**src/hdl/vcz_pkg.sv**
```systemverilog
// Shared constants and carrier types for the calibration and zero-delay block
package vcz_pkg;
  // Register indices; byte address is four times the index
  localparam logic [9:0] IDX_PLL_CTRL = 10'h018;
  localparam logic [9:0] IDX_ZD_CTRL = 10'h01E;
  localparam logic [9:0] IDX_STATUS = 10'h01F;
  localparam logic [9:0] IDX_VCO_DIV = 10'h1E0;
  localparam logic [9:0] IDX_UPDATE = 10'h232;
  localparam logic [9:0] IDX_R_DIV = 10'h0F0;
  localparam logic [9:0] IDX_DELAYS = 10'h0F1;
  // Field positions
  localparam int POS_CAL_START = 0;
  localparam int POS_CAL_DIV = 1;
  localparam int POS_ZD_MODE = 1;
  localparam int POS_FB_CHAN = 3;
  localparam int POS_CAL_DONE = 6;
  localparam int POS_UPDATE = 0;
  localparam int POS_VCO_DIV = 0;
  localparam int POS_R_DIV = 0;
  localparam int POS_REF_DLY = 0;
  localparam int POS_FB_DLY = 8;
  // Field encodings
  localparam logic [1:0] ZD_INTERNAL = 2'h1;
  localparam logic [1:0] ZD_EXTERNAL = 2'h3;
  // Reset values
  localparam logic [1:0] RST_CAL_DIV = 2'h3;
  localparam logic [1:0] RST_ZD_MODE = 2'h0;
  localparam logic [1:0] RST_FB_CHAN = 2'h0;
  localparam logic [2:0] RST_VCO_DIV = 3'h0;
  localparam logic [9:0] RST_R_DIV = 10'h001;
  localparam logic [3:0] RST_DLY = 4'h0;
  // Calibration length in calibration-clock cycles
  localparam logic [12:0] CAL_CYCLES = 13'h1130;
  // AXI responses
  localparam logic [1:0] RESP_OKAY = 2'h0;
  localparam logic [1:0] RESP_SLVERR = 2'h2;

  typedef enum logic {CAL_IDLE, CAL_RUN} vcz_cal_st_t;

  // Software-visible configuration, held as shadow and as active copy
  typedef struct packed {
    logic cal_start;
    logic [1:0] cal_div;
    logic [1:0] zd_mode;
    logic [1:0] fb_chan;
    logic [2:0] vco_div;
    logic [9:0] r_div;
    logic [3:0] ref_dly;
    logic [3:0] fb_dly;
  } vcz_cfg_t;

  // Divider state
  typedef struct packed {
    logic [9:0] r_cnt;
    logic [3:0] c_cnt;
    logic tick;
  } vcz_div_st_t;

  // Top-level state
  typedef struct packed {
    logic ref_s1;
    logic ref_s2;
    logic ref_s3;
    logic al_s1;
    logic al_s2;
    logic al_s3;
    logic awv;
    logic [9:0] aw_idx;
    logic wv;
    logic [31:0] wdata;
    logic [3:0] wstrb;
    logic awrdy;
    logic wrdy;
    logic bvalid;
    logic [1:0] bresp;
    logic arrdy;
    logic rvalid;
    logic [31:0] rdata;
    logic [1:0] rresp;
    vcz_cfg_t sh;
    vcz_cfg_t ac;
    vcz_cal_st_t cal;
    logic [12:0] cal_cnt;
    logic out_sync;
    logic cal_done;
    logic loop_closed;
    logic zd_en;
    logic mux_a_ext;
    logic mux_b_zd;
    logic [1:0] fb_chan;
  } vcz_st_t;
endpackage : vcz_pkg

```
**src/hdl/vcz_cal_div.sv**
```systemverilog
// Reference-to-calibration clock divider: R counter then calibration divider
`timescale 1ns/1ns
module vcz_cal_div #(
  parameter int R_W = 10
) (
  // Clock, reset, enable
  input wire logic clk,
  input wire logic rst_b,
  input wire logic ce,
  // Control
  input wire logic run,
  input wire logic ref_edge,
  input wire logic [R_W-1:0] r_div,
  input wire logic [1:0] cal_sel,
  // Calibration clock tick
  output logic cal_tick
);
  if (R_W != 10) begin : g_chk
    $error("vcz_cal_div supports R_W of 10 only");
  end

  vcz_pkg::vcz_div_st_t q, d;
  logic [9:0] r_last;
  logic [3:0] c_last;

  ////////////////////////////////////////////////////////////////////////////
  // Ratio decode: 2, 4, 8 or 16
  assign c_last = 4'((5'h02 << cal_sel) - 5'h01);
  // An R of zero is served as divide-by-one
  assign r_last = (r_div == 10'h000) ? 10'h000 : r_div - 10'h001;

  always_comb begin
    d = q;
    d.tick = 1'b0;
    if (!run) begin
      d.r_cnt = 10'h000;
      d.c_cnt = 4'h0;
    end else if (ref_edge) begin
      if (q.r_cnt >= r_last) begin
        d.r_cnt = 10'h000;
        if (q.c_cnt >= c_last) begin
          d.c_cnt = 4'h0;
          d.tick = 1'b1;
        end else begin
          d.c_cnt = q.c_cnt + 4'h1;
        end
      end else begin
        d.r_cnt = q.r_cnt + 10'h001;
      end
    end
  end

  // State register
  always_ff @(posedge clk) begin
    if (!rst_b) begin
      q <= '0;
    end else if (ce) begin
      q <= d;
    end
  end

  assign cal_tick = q.tick;
endmodule : vcz_cal_div

```
**src/hdl/vcz_top.sv**
```systemverilog
// Oscillator calibration sequencer and zero-delay feedback select, AXI4-Lite slave
// Functional notes
// - Calibration clock is reference divided by R, then by the calibration divider.
// - Autoload-then-calibrate at power-up starts calibration without software.
// - Status bit reads one once the calibration sequence has finished.
// - Calibration asserts output sync; at the end it releases sync and closes the loop in the same cycle.
// - Sync is released at calibration end without waiting for lock.
// - Two-bit field picks the phase-detector divide ratio for calibration clock.
// - Calibration lasts a fixed count of calibration-clock cycles.
// - Divider register changes never start a calibration by themselves.
// - Mode field 01b selects internal, 11b external zero-delay feedback.
// - Internal mode feeds channel divider 0 back through both feedback muxes.
// - External mode feeds the returned output through both muxes to N.
// - Programmable delays exist in reference and feedback paths.
`timescale 1ns/1ns
module vcz_top #(
  parameter int R_W = 10
) (
  // Clock, reset, enable
  input wire logic CLK_SYS,
  input wire logic RST_B,
  input wire logic CE,
  // Pins from outside the clock domain
  input wire logic REF_CLK_IN,
  input wire logic AUTOLOAD_CAL,
  // AXI4-Lite write address and data
  input wire logic [11:0] S_AXI_AWADDR,
  input wire logic S_AXI_AWVALID,
  output logic S_AXI_AWREADY,
  input wire logic [31:0] S_AXI_WDATA,
  input wire logic [3:0] S_AXI_WSTRB,
  input wire logic S_AXI_WVALID,
  output logic S_AXI_WREADY,
  // AXI4-Lite write response
  output logic [1:0] S_AXI_BRESP,
  output logic S_AXI_BVALID,
  input wire logic S_AXI_BREADY,
  // AXI4-Lite read
  input wire logic [11:0] S_AXI_ARADDR,
  input wire logic S_AXI_ARVALID,
  output logic S_AXI_ARREADY,
  output logic [31:0] S_AXI_RDATA,
  output logic [1:0] S_AXI_RRESP,
  output logic S_AXI_RVALID,
  input wire logic S_AXI_RREADY,
  // Calibration status toward the analog and distribution sections
  output logic OUT_SYNC,
  output logic CAL_DONE,
  output logic LOOP_CLOSED,
  output logic [2:0] VCO_DIV,
  // Feedback path control
  output logic ZD_EN,
  output logic FEEDBACK_SELECT_MUX_A,
  output logic FEEDBACK_SELECT_MUX_B,
  output logic [1:0] FB_CHAN,
  output logic [3:0] REF_DLY,
  output logic [3:0] FB_DLY
);
  if (R_W != 10) begin : g_chk
    $error("vcz_top supports R_W of 10 only");
  end

  vcz_pkg::vcz_st_t q, d;
  logic cal_tick;
  logic ref_edge;
  logic running;

  ////////////////////////////////////////////////////////////////////////////
  // Register image for reads and byte-lane merges
  function automatic logic [31:0] reg_img(input vcz_pkg::vcz_cfg_t c, input logic [9:0] idx,
                                          input logic done);
    logic [31:0] v;
    v = 32'h0000_0000;
    if (idx == vcz_pkg::IDX_PLL_CTRL) begin
      v[vcz_pkg::POS_CAL_START] = c.cal_start;
      v[vcz_pkg::POS_CAL_DIV +: 2] = c.cal_div;
    end else if (idx == vcz_pkg::IDX_ZD_CTRL) begin
      v[vcz_pkg::POS_ZD_MODE +: 2] = c.zd_mode;
      v[vcz_pkg::POS_FB_CHAN +: 2] = c.fb_chan;
    end else if (idx == vcz_pkg::IDX_STATUS) begin
      v[vcz_pkg::POS_CAL_DONE] = done;
    end else if (idx == vcz_pkg::IDX_VCO_DIV) begin
      v[vcz_pkg::POS_VCO_DIV +: 3] = c.vco_div;
    end else if (idx == vcz_pkg::IDX_R_DIV) begin
      v[vcz_pkg::POS_R_DIV +: 10] = c.r_div;
    end else if (idx == vcz_pkg::IDX_DELAYS) begin
      v[vcz_pkg::POS_REF_DLY +: 4] = c.ref_dly;
      v[vcz_pkg::POS_FB_DLY +: 4] = c.fb_dly;
    end
    return v;
  endfunction : reg_img

  function automatic logic is_mapped(input logic [9:0] idx);
    return idx == vcz_pkg::IDX_PLL_CTRL || idx == vcz_pkg::IDX_ZD_CTRL ||
           idx == vcz_pkg::IDX_STATUS || idx == vcz_pkg::IDX_VCO_DIV ||
           idx == vcz_pkg::IDX_UPDATE || idx == vcz_pkg::IDX_R_DIV ||
           idx == vcz_pkg::IDX_DELAYS;
  endfunction : is_mapped

  ////////////////////////////////////////////////////////////////////////////
  // Edge of the synchronised reference; the first stage feeds only the second
  assign ref_edge = q.ref_s2 && !q.ref_s3;
  assign running = (q.cal == vcz_pkg::CAL_RUN);

  vcz_cal_div #(
    .R_W(R_W)
  ) u_div (
    .clk(CLK_SYS),
    .rst_b(RST_B),
    .ce(CE),
    .run(running),
    .ref_edge(ref_edge),
    .r_div(q.ac.r_div),
    .cal_sel(q.ac.cal_div),
    .cal_tick(cal_tick)
  );

  ////////////////////////////////////////////////////////////////////////////
  // Next-state logic: synchronisers, bus slave, update, sequencer, feedback
  always_comb begin
    logic [31:0] mask;
    logic [31:0] merged;
    logic do_wr;
    logic upd;
    logic trig;
    mask = 32'h0000_0000;
    merged = 32'h0000_0000;
    upd = 1'b0;
    trig = 1'b0;
    do_wr = 1'b0;
    d = q;
    // Pin synchronisers
    d.ref_s1 = REF_CLK_IN;
    d.ref_s2 = q.ref_s1;
    d.ref_s3 = q.ref_s2;
    d.al_s1 = AUTOLOAD_CAL;
    d.al_s2 = q.al_s1;
    d.al_s3 = q.al_s2;
    // Address and data may arrive in either order
    if (S_AXI_AWVALID && q.awrdy) begin
      d.awv = 1'b1;
      d.aw_idx = S_AXI_AWADDR[11:2];
    end
    if (S_AXI_WVALID && q.wrdy) begin
      d.wv = 1'b1;
      d.wdata = S_AXI_WDATA;
      d.wstrb = S_AXI_WSTRB;
    end
    if (S_AXI_BVALID && S_AXI_BREADY) begin
      d.bvalid = 1'b0;
    end
    do_wr = q.awv && q.wv && !q.bvalid;
    if (do_wr) begin
      for (int i = 0; i < 4; i++) begin
        mask[i*8 +: 8] = {8{q.wstrb[i]}};
      end
      merged = (reg_img(q.sh, q.aw_idx, q.cal_done) & ~mask) | (q.wdata & mask);
      d.awv = 1'b0;
      d.wv = 1'b0;
      d.bvalid = 1'b1;
      d.bresp = is_mapped(q.aw_idx) ? vcz_pkg::RESP_OKAY : vcz_pkg::RESP_SLVERR;
      // Writes land in the shadow copy; the update strobe makes them active
      if (q.aw_idx == vcz_pkg::IDX_PLL_CTRL) begin
        d.sh.cal_start = merged[vcz_pkg::POS_CAL_START];
        d.sh.cal_div = merged[vcz_pkg::POS_CAL_DIV +: 2];
      end else if (q.aw_idx == vcz_pkg::IDX_ZD_CTRL) begin
        d.sh.zd_mode = merged[vcz_pkg::POS_ZD_MODE +: 2];
        d.sh.fb_chan = merged[vcz_pkg::POS_FB_CHAN +: 2];
      end else if (q.aw_idx == vcz_pkg::IDX_VCO_DIV) begin
        d.sh.vco_div = merged[vcz_pkg::POS_VCO_DIV +: 3];
      end else if (q.aw_idx == vcz_pkg::IDX_R_DIV) begin
        d.sh.r_div = merged[vcz_pkg::POS_R_DIV +: 10];
      end else if (q.aw_idx == vcz_pkg::IDX_DELAYS) begin
        d.sh.ref_dly = merged[vcz_pkg::POS_REF_DLY +: 4];
        d.sh.fb_dly = merged[vcz_pkg::POS_FB_DLY +: 4];
      end else if (q.aw_idx == vcz_pkg::IDX_UPDATE) begin
        upd = merged[vcz_pkg::POS_UPDATE];
      end
    end
    // Read channel; status reads live state
    if (S_AXI_RVALID && S_AXI_RREADY) begin
      d.rvalid = 1'b0;
    end
    if (S_AXI_ARVALID && q.arrdy) begin
      d.rvalid = 1'b1;
      d.rdata = reg_img(q.ac, S_AXI_ARADDR[11:2], q.cal_done);
      d.rresp = is_mapped(S_AXI_ARADDR[11:2]) ? vcz_pkg::RESP_OKAY : vcz_pkg::RESP_SLVERR;
    end
    // Ready flags come from flops, so they follow the next occupancy
    d.awrdy = !d.awv && !d.bvalid;
    d.wrdy = !d.wv && !d.bvalid;
    d.arrdy = !d.rvalid;
    // update copies shadow; an update triggers only on a rising start bit
    if (upd) begin
      d.ac = q.sh;
    end
    // only the start edge or the autoload pin can trigger
    // autoload request starts calibration without software
    trig = (upd && q.sh.cal_start && !q.ac.cal_start) || (q.al_s2 && !q.al_s3);
    // Calibration sequencer
    case (q.cal)
      vcz_pkg::CAL_IDLE: begin
        if (trig) begin
          d.cal = vcz_pkg::CAL_RUN;
        end
      end
      vcz_pkg::CAL_RUN: begin
        // A fresh trigger restarts the count in the trigger block below
        if (!trig && cal_tick) begin
          if (q.cal_cnt == vcz_pkg::CAL_CYCLES - 13'h0001) begin
            d.cal = vcz_pkg::CAL_IDLE;
            // release sync without waiting for lock
            d.out_sync = 1'b0;
            d.cal_done = 1'b1;
            // loop closes once sync is released
            d.loop_closed = 1'b1;
          end else begin
            d.cal_cnt = q.cal_cnt + 13'h0001;
          end
        end
      end
      default: begin
        d.cal = vcz_pkg::CAL_IDLE;
      end
    endcase
    if (trig) begin
      d.cal_cnt = 13'h0000;
      d.out_sync = 1'b1;
      d.cal_done = 1'b0;
      d.loop_closed = 1'b0;
    end
    d.zd_en = (d.ac.zd_mode == vcz_pkg::ZD_INTERNAL) || (d.ac.zd_mode == vcz_pkg::ZD_EXTERNAL);
    // external mode takes the returned output through mux A
    d.mux_a_ext = (d.ac.zd_mode == vcz_pkg::ZD_EXTERNAL);
    d.mux_b_zd = d.zd_en;
    // internal mode always feeds back channel divider 0
    d.fb_chan = d.mux_a_ext ? d.ac.fb_chan : 2'h0;
  end

  ////////////////////////////////////////////////////////////////////////////
  // State register
  always_ff @(posedge CLK_SYS) begin
    if (!RST_B) begin
      q <= '0;
      q.sh.cal_div <= vcz_pkg::RST_CAL_DIV;
      q.sh.zd_mode <= vcz_pkg::RST_ZD_MODE;
      q.sh.fb_chan <= vcz_pkg::RST_FB_CHAN;
      q.sh.vco_div <= vcz_pkg::RST_VCO_DIV;
      q.sh.r_div <= vcz_pkg::RST_R_DIV;
      q.sh.ref_dly <= vcz_pkg::RST_DLY;
      q.sh.fb_dly <= vcz_pkg::RST_DLY;
      q.ac.cal_div <= vcz_pkg::RST_CAL_DIV;
      q.ac.zd_mode <= vcz_pkg::RST_ZD_MODE;
      q.ac.fb_chan <= vcz_pkg::RST_FB_CHAN;
      q.ac.vco_div <= vcz_pkg::RST_VCO_DIV;
      q.ac.r_div <= vcz_pkg::RST_R_DIV;
      q.ac.ref_dly <= vcz_pkg::RST_DLY;
      q.ac.fb_dly <= vcz_pkg::RST_DLY;
      q.cal <= vcz_pkg::CAL_IDLE;
    end else if (CE) begin
      q <= d;
    end
  end

  // Outputs straight from state flops
  assign S_AXI_AWREADY = q.awrdy;
  assign S_AXI_WREADY = q.wrdy;
  assign S_AXI_BVALID = q.bvalid;
  assign S_AXI_BRESP = q.bresp;
  assign S_AXI_ARREADY = q.arrdy;
  assign S_AXI_RVALID = q.rvalid;
  assign S_AXI_RDATA = q.rdata;
  assign S_AXI_RRESP = q.rresp;
  assign OUT_SYNC = q.out_sync;
  assign CAL_DONE = q.cal_done;
  assign LOOP_CLOSED = q.loop_closed;
  assign VCO_DIV = q.ac.vco_div;
  assign ZD_EN = q.zd_en;
  assign FEEDBACK_SELECT_MUX_A = q.mux_a_ext;
  assign FEEDBACK_SELECT_MUX_B = q.mux_b_zd;
  assign FB_CHAN = q.fb_chan;
  // delays in reference and feedback paths
  assign REF_DLY = q.ac.ref_dly;
  assign FB_DLY = q.ac.fb_dly;

  logic sw_trig;
  assign sw_trig = q.awv && q.wv && !q.bvalid && q.aw_idx == vcz_pkg::IDX_UPDATE &&
                   q.wstrb[0] && q.wdata[vcz_pkg::POS_UPDATE] && q.sh.cal_start &&
                   !q.ac.cal_start;
endmodule : vcz_top

```
**config.mk**
```make
export PLATFORM = sky130hd
export DESIGN_NAME = vcz_top
export DESIGN_NICKNAME = d
export VERILOG_FILES = /design/src/hdl/vcz_pkg.sv /design/src/hdl/vcz_cal_div.sv /design/src/hdl/vcz_top.sv
export SDC_FILE = /design/constraint.sdc
export NUM_CORES = 1
export LEC_CHECK = 0
export ABC_CLOCK_PERIOD_IN_PS = 6000
export BUFFER_PORTS_ARGS = -buffer_cell sky130_fd_sc_hd__buf_2
export CORE_ASPECT_RATIO = 0.8
export CORE_MARGIN = 1.5
export CORE_UTILIZATION = 45
export CTS_BUF_LIST = sky130_fd_sc_hd__clkbuf_8
export DETAILED_ROUTE_END_ITERATION = 8
export MAX_ROUTING_LAYER = met4
export PLACE_DENSITY = 0.67
export SETUP_SLACK_MARGIN = 0.05
export SLEW_MARGIN = 15
export SYNTH_ARGS = -nofsm -noshare
export SYNTH_HDL_FRONTEND = slang
export SYNTH_SLANG_ARGS = --single-unit
```
**constraint.sdc**
```tcl
create_clock -name CLK_SYS -period 6 [get_ports CLK_SYS]
set_clock_uncertainty 0.1 [all_clocks]
set_input_delay 0.6 -clock CLK_SYS [delete_from_list [all_inputs] [get_ports CLK_SYS]]
set_output_delay 0.6 -clock CLK_SYS [all_outputs]
set_load 0.02 [all_outputs]
```
==> results.sh <==
export IMPL_die_area_um2=16300
export IMPL_clk_pin_slew_worst_paths_ps=80
export IMPL_path_max_fanout=8
export IMPL_netlist_area_leader_share_pct=40.5
export IMPL_hold_buffers=0
export IMPL_drt_initial_drc_count=535
export IMPL_holdCritPathClass="in -> reg"
export IMPL_drcViolationCount=0
export IMPL_antenna_found_initial=0
export IMPL_synth_top_area_cell="dfxtp_1"
export IMPL_syn_inst=847
export IMPL_power_density_nw_per_um2=229
export IMPL_fmax_mhz=250
export IMPL_rsz0062_at_grt="false"
export IMPL_crit_path_max_incr_delay_ps=490
export IMPL_drive_gt1_share_pct=13.9
export IMPL_port_buffers=81
export IMPL_synthArstFlopShare_pct=0
export IMPL_chipHeight_um=114
export IMPL_worst_slew_pin_slew_ps=995
export IMPL_syn_area_per_cell_um2=8.23
export IMPL_grt_pass1_vias=5188
export IMPL_n_antenna_cell=0
export IMPL_mappedNetlistArea_um2=6970
export IMPL_clk_path_buf_depth=2
export IMPL_cts_num_sinks=141
export IMPL_min_period_over_period_pct=66.6
export IMPL_slew_viol_final=0
export IMPL_yosysSeqAreaShare_pct=40.5
export IMPL_grtUsageTotal_pct=21.6
export IMPL_drt_pass1_iter_count=5
export IMPL_period_needed_ps=4000
export IMPL_io_pins=130
export IMPL_slowest_stage="nor3b_1"
export IMPL_synthFlopType="dfxtp_1"
export IMPL_chipWidth_um=142
export IMPL_start_kind="flop"
export IMPL_h_tree_depth=4
export IMPL_cp_cell_sequence="inv_1 > ha_1 > nor3b_1 > nand2_1 > or3_1 > and2_1 > ha_1 > nand2b_1 > a21o_1 > a211o_1 > a21oi_1 > nor2_1 > o311ai_0"
export IMPL_path_delay_family="simple AND/OR/NAND/NOR gates"
export IMPL_ys_types=68
export IMPL_path_common_cell="ha_1"
export IMPL_wl_um=16500
export IMPL_synth_edff_count=0
export IMPL_nFillCells=1477
export IMPL_critPathArrivalTime_ps=4230
export IMPL_cts_setup_buffers=0
export IMPL_drv_cap=0
export IMPL_area_growth_pct=8.04
export IMPL_status="finished clean"
export IMPL_drtAntennaViolNets=0
export IMPL_max_slew_margin_pct=33.7
export IMPL_initial_core_util_pct=46.3
export IMPL_cts_buffers=17
export IMPL_fin_util_pct=50.0
export IMPL_worstSetupPathType="reg -> reg"
export IMPL_synth_area_leaders="dfxtp_1, nand2_1, buf_4"
export IMPL_wire_per_inst_um=14.9
export IMPL_cts_resized=0
export IMPL_cts_tree="done"
export IMPL_tns_ps=0
export IMPL_power_leakage_nw=3.01
export IMPL_nets=971
export IMPL_place_congestion=0.856
export IMPL_viasPerCell=5.36
export IMPL_grt_pass1_wl_um=26800
export IMPL_grt_max_degree=93
export IMPL_hold_violations=0
export IMPL_synth_seq_cells=141
export IMPL_grt_ovfl_total=0
export IMPL_vias=5923
export IMPL_vdd_drop_max_mv=0.134
export IMPL_rows=40
export IMPL_setup_viol=0
export IMPL_end_kind="flop"
export IMPL_crit_required_ps=6230
export IMPL_clock_latency_ps=450
export IMPL_path_buf_inv=1
export IMPL_ys_warnings_count=0
export IMPL_core_um2=15100
export IMPL_dp_hpwl_um=11900
export IMPL_root_buffer="clkbuf_8"
[tightest hold or removal path, delay by kind of cell]
kind / cells / cell delay (ps)
AO/OA/AOI/OAI: 1 / 50
buffers and inverters: 1 / 90
AND/OR/NAND/NOR: 1 / 40
[final cells by class]
class                   count  area [µm²]  area share (%)
repair buffers             85         435            5.78
multi-input cells         623        3620            48.0
clock inverters            12        85.1            1.13
well taps                 210         263            3.49
flip-flops and latches    141        2820            37.5
inverters                  16        60.1           0.797
clock buffers              18         248            3.29
[flip-flops by register name, indices dropped and copies added (netlist names), 2 cells and up]
signal,count
S_AXI_RDATA,12
VCO_DIV,3
q,85
d,4
REF_DLY,4
u_div.q,14
FB_CHAN,2
FB_DLY,4
[through the flow]
step | hold slack (ps) | instances | worst slack (ps) | power [mW] | area, µm²
final | 272 | 1105 | 2000 | 1.72 | 7530
after global routing | 252 | 1105 | 1740 | 1.79 | 7530
after CTS | 251 | 1105 | 2060 | 1.74 | 7530
after detailed placement | 349 | 1075 | 2120 | 1.07 | 7200
after global placement | 344 | 1075 | 2160 | 1.07 | 7200
after floorplan | 331 | 868 | 2550 | 1.05 | 7050
[Yosys cell counts (3+ instances only)]
cell      count
nor2b_1       9
nand3_1      23
a31oi_1       9
o21ai_0      32
nand2_1     153
nor4bb_1      3
a22oi_1      10
or3b_2        3
nor2_1       83
xnor2_1       6
clkbuf_1     30
buf_6         3
a221oi_1      4
o31ai_1       3
o211ai_1      7
a211oi_1      4
ha_1         17
or3_1         7
and4_1        8
nor3b_1       3
nand2b_1      7
nor3_1        6
and2_1        4
a222oi_1      7
buf_4        52
nor4b_1       7
xor2_1       12
a21o_1        5
mux2i_1      28
and3_1        8
nand3b_1      3
nor4_1        6
a21oi_1      77
nand4_1       9
inv_1        16
dfxtp_1     141
[layout by cell type, fill, tap and decap left out, drive strengths merged, types with 7 or more instances in the layout]
| cell | n |
|---|---|
| buf | 85 |
| inv | 20 |
| mux2i | 28 |
| nand2 | 153 |
| o21ai | 33 |
| clkbuf | 18 |
| nand3 | 23 |
| dfxtp | 141 |
| nand4 | 9 |
| or3 | 7 |
| xor2 | 12 |
| nor2b | 9 |
| o211ai | 7 |
| a31oi | 9 |
| a222oi | 7 |
| and4 | 8 |
| ha | 17 |
| a21oi | 77 |
| a22oi | 10 |
| conb | 22 |
| nor4b | 8 |
| nor2 | 83 |
| nand2b | 7 |
| and3 | 8 |
[power breakdown]
| part | leakage (nW) | internal, mW | switching (mW) | total, mW |
|---|---|---|---|---|
| combinational | 1.68 | 0.0286 | 0.0654 | 0.0940 |
| sequential | 1.14 | 0.946 | 0.00894 | 0.954 |
| clock | 0.185 | 0.323 | 0.352 | 0.675 |
| total | 3.01 | 1.30 | 0.426 | 1.72 |
[worst paths after layout]
path | slack (ps) | end | cells past startpoint | start
max | 2000 | u_div.q[13] | 13 | q[30]
min | 270 | q[158] | 3 | S_AXI_AWADDR[4]
max reg2reg | 2000 | u_div.q[13] | 13 | q[30]
min reg2reg | 360 | q[123] | 2 | q[123]
[layer usage]
layer / GRT usage [%] / up-vias / wire length (µm)
li1: - / 3004 / -
met1: 31.6 / 2716 / 8400
met2: 29.4 / 195 / 6920
met3: 4.94 / 8 / 1070
met4: 6.19 / 0 / 121
met5: - / - / 0
[kinds of logic (layout without fill, tap and decap cells)]
kind of cell | Yosys count | count (layout) | share of synthesized area, %
xor gates and xnor gates | 18 | 18 | 2.26
adders and majority gates | 17 | 17 | 3.05
other | 1 | 22 | 0.0538
buffers and inverters | 104 | 131 | 8.74
and+or+nand+nor | 353 | 353 | 24.2
AOI/OAI and AO/OA | 183 | 183 | 16.9
muxes | 30 | 30 | 4.34
DFF | 141 | 141 | 40.5
Note: power is estimated with default switching activity, not from simulation.
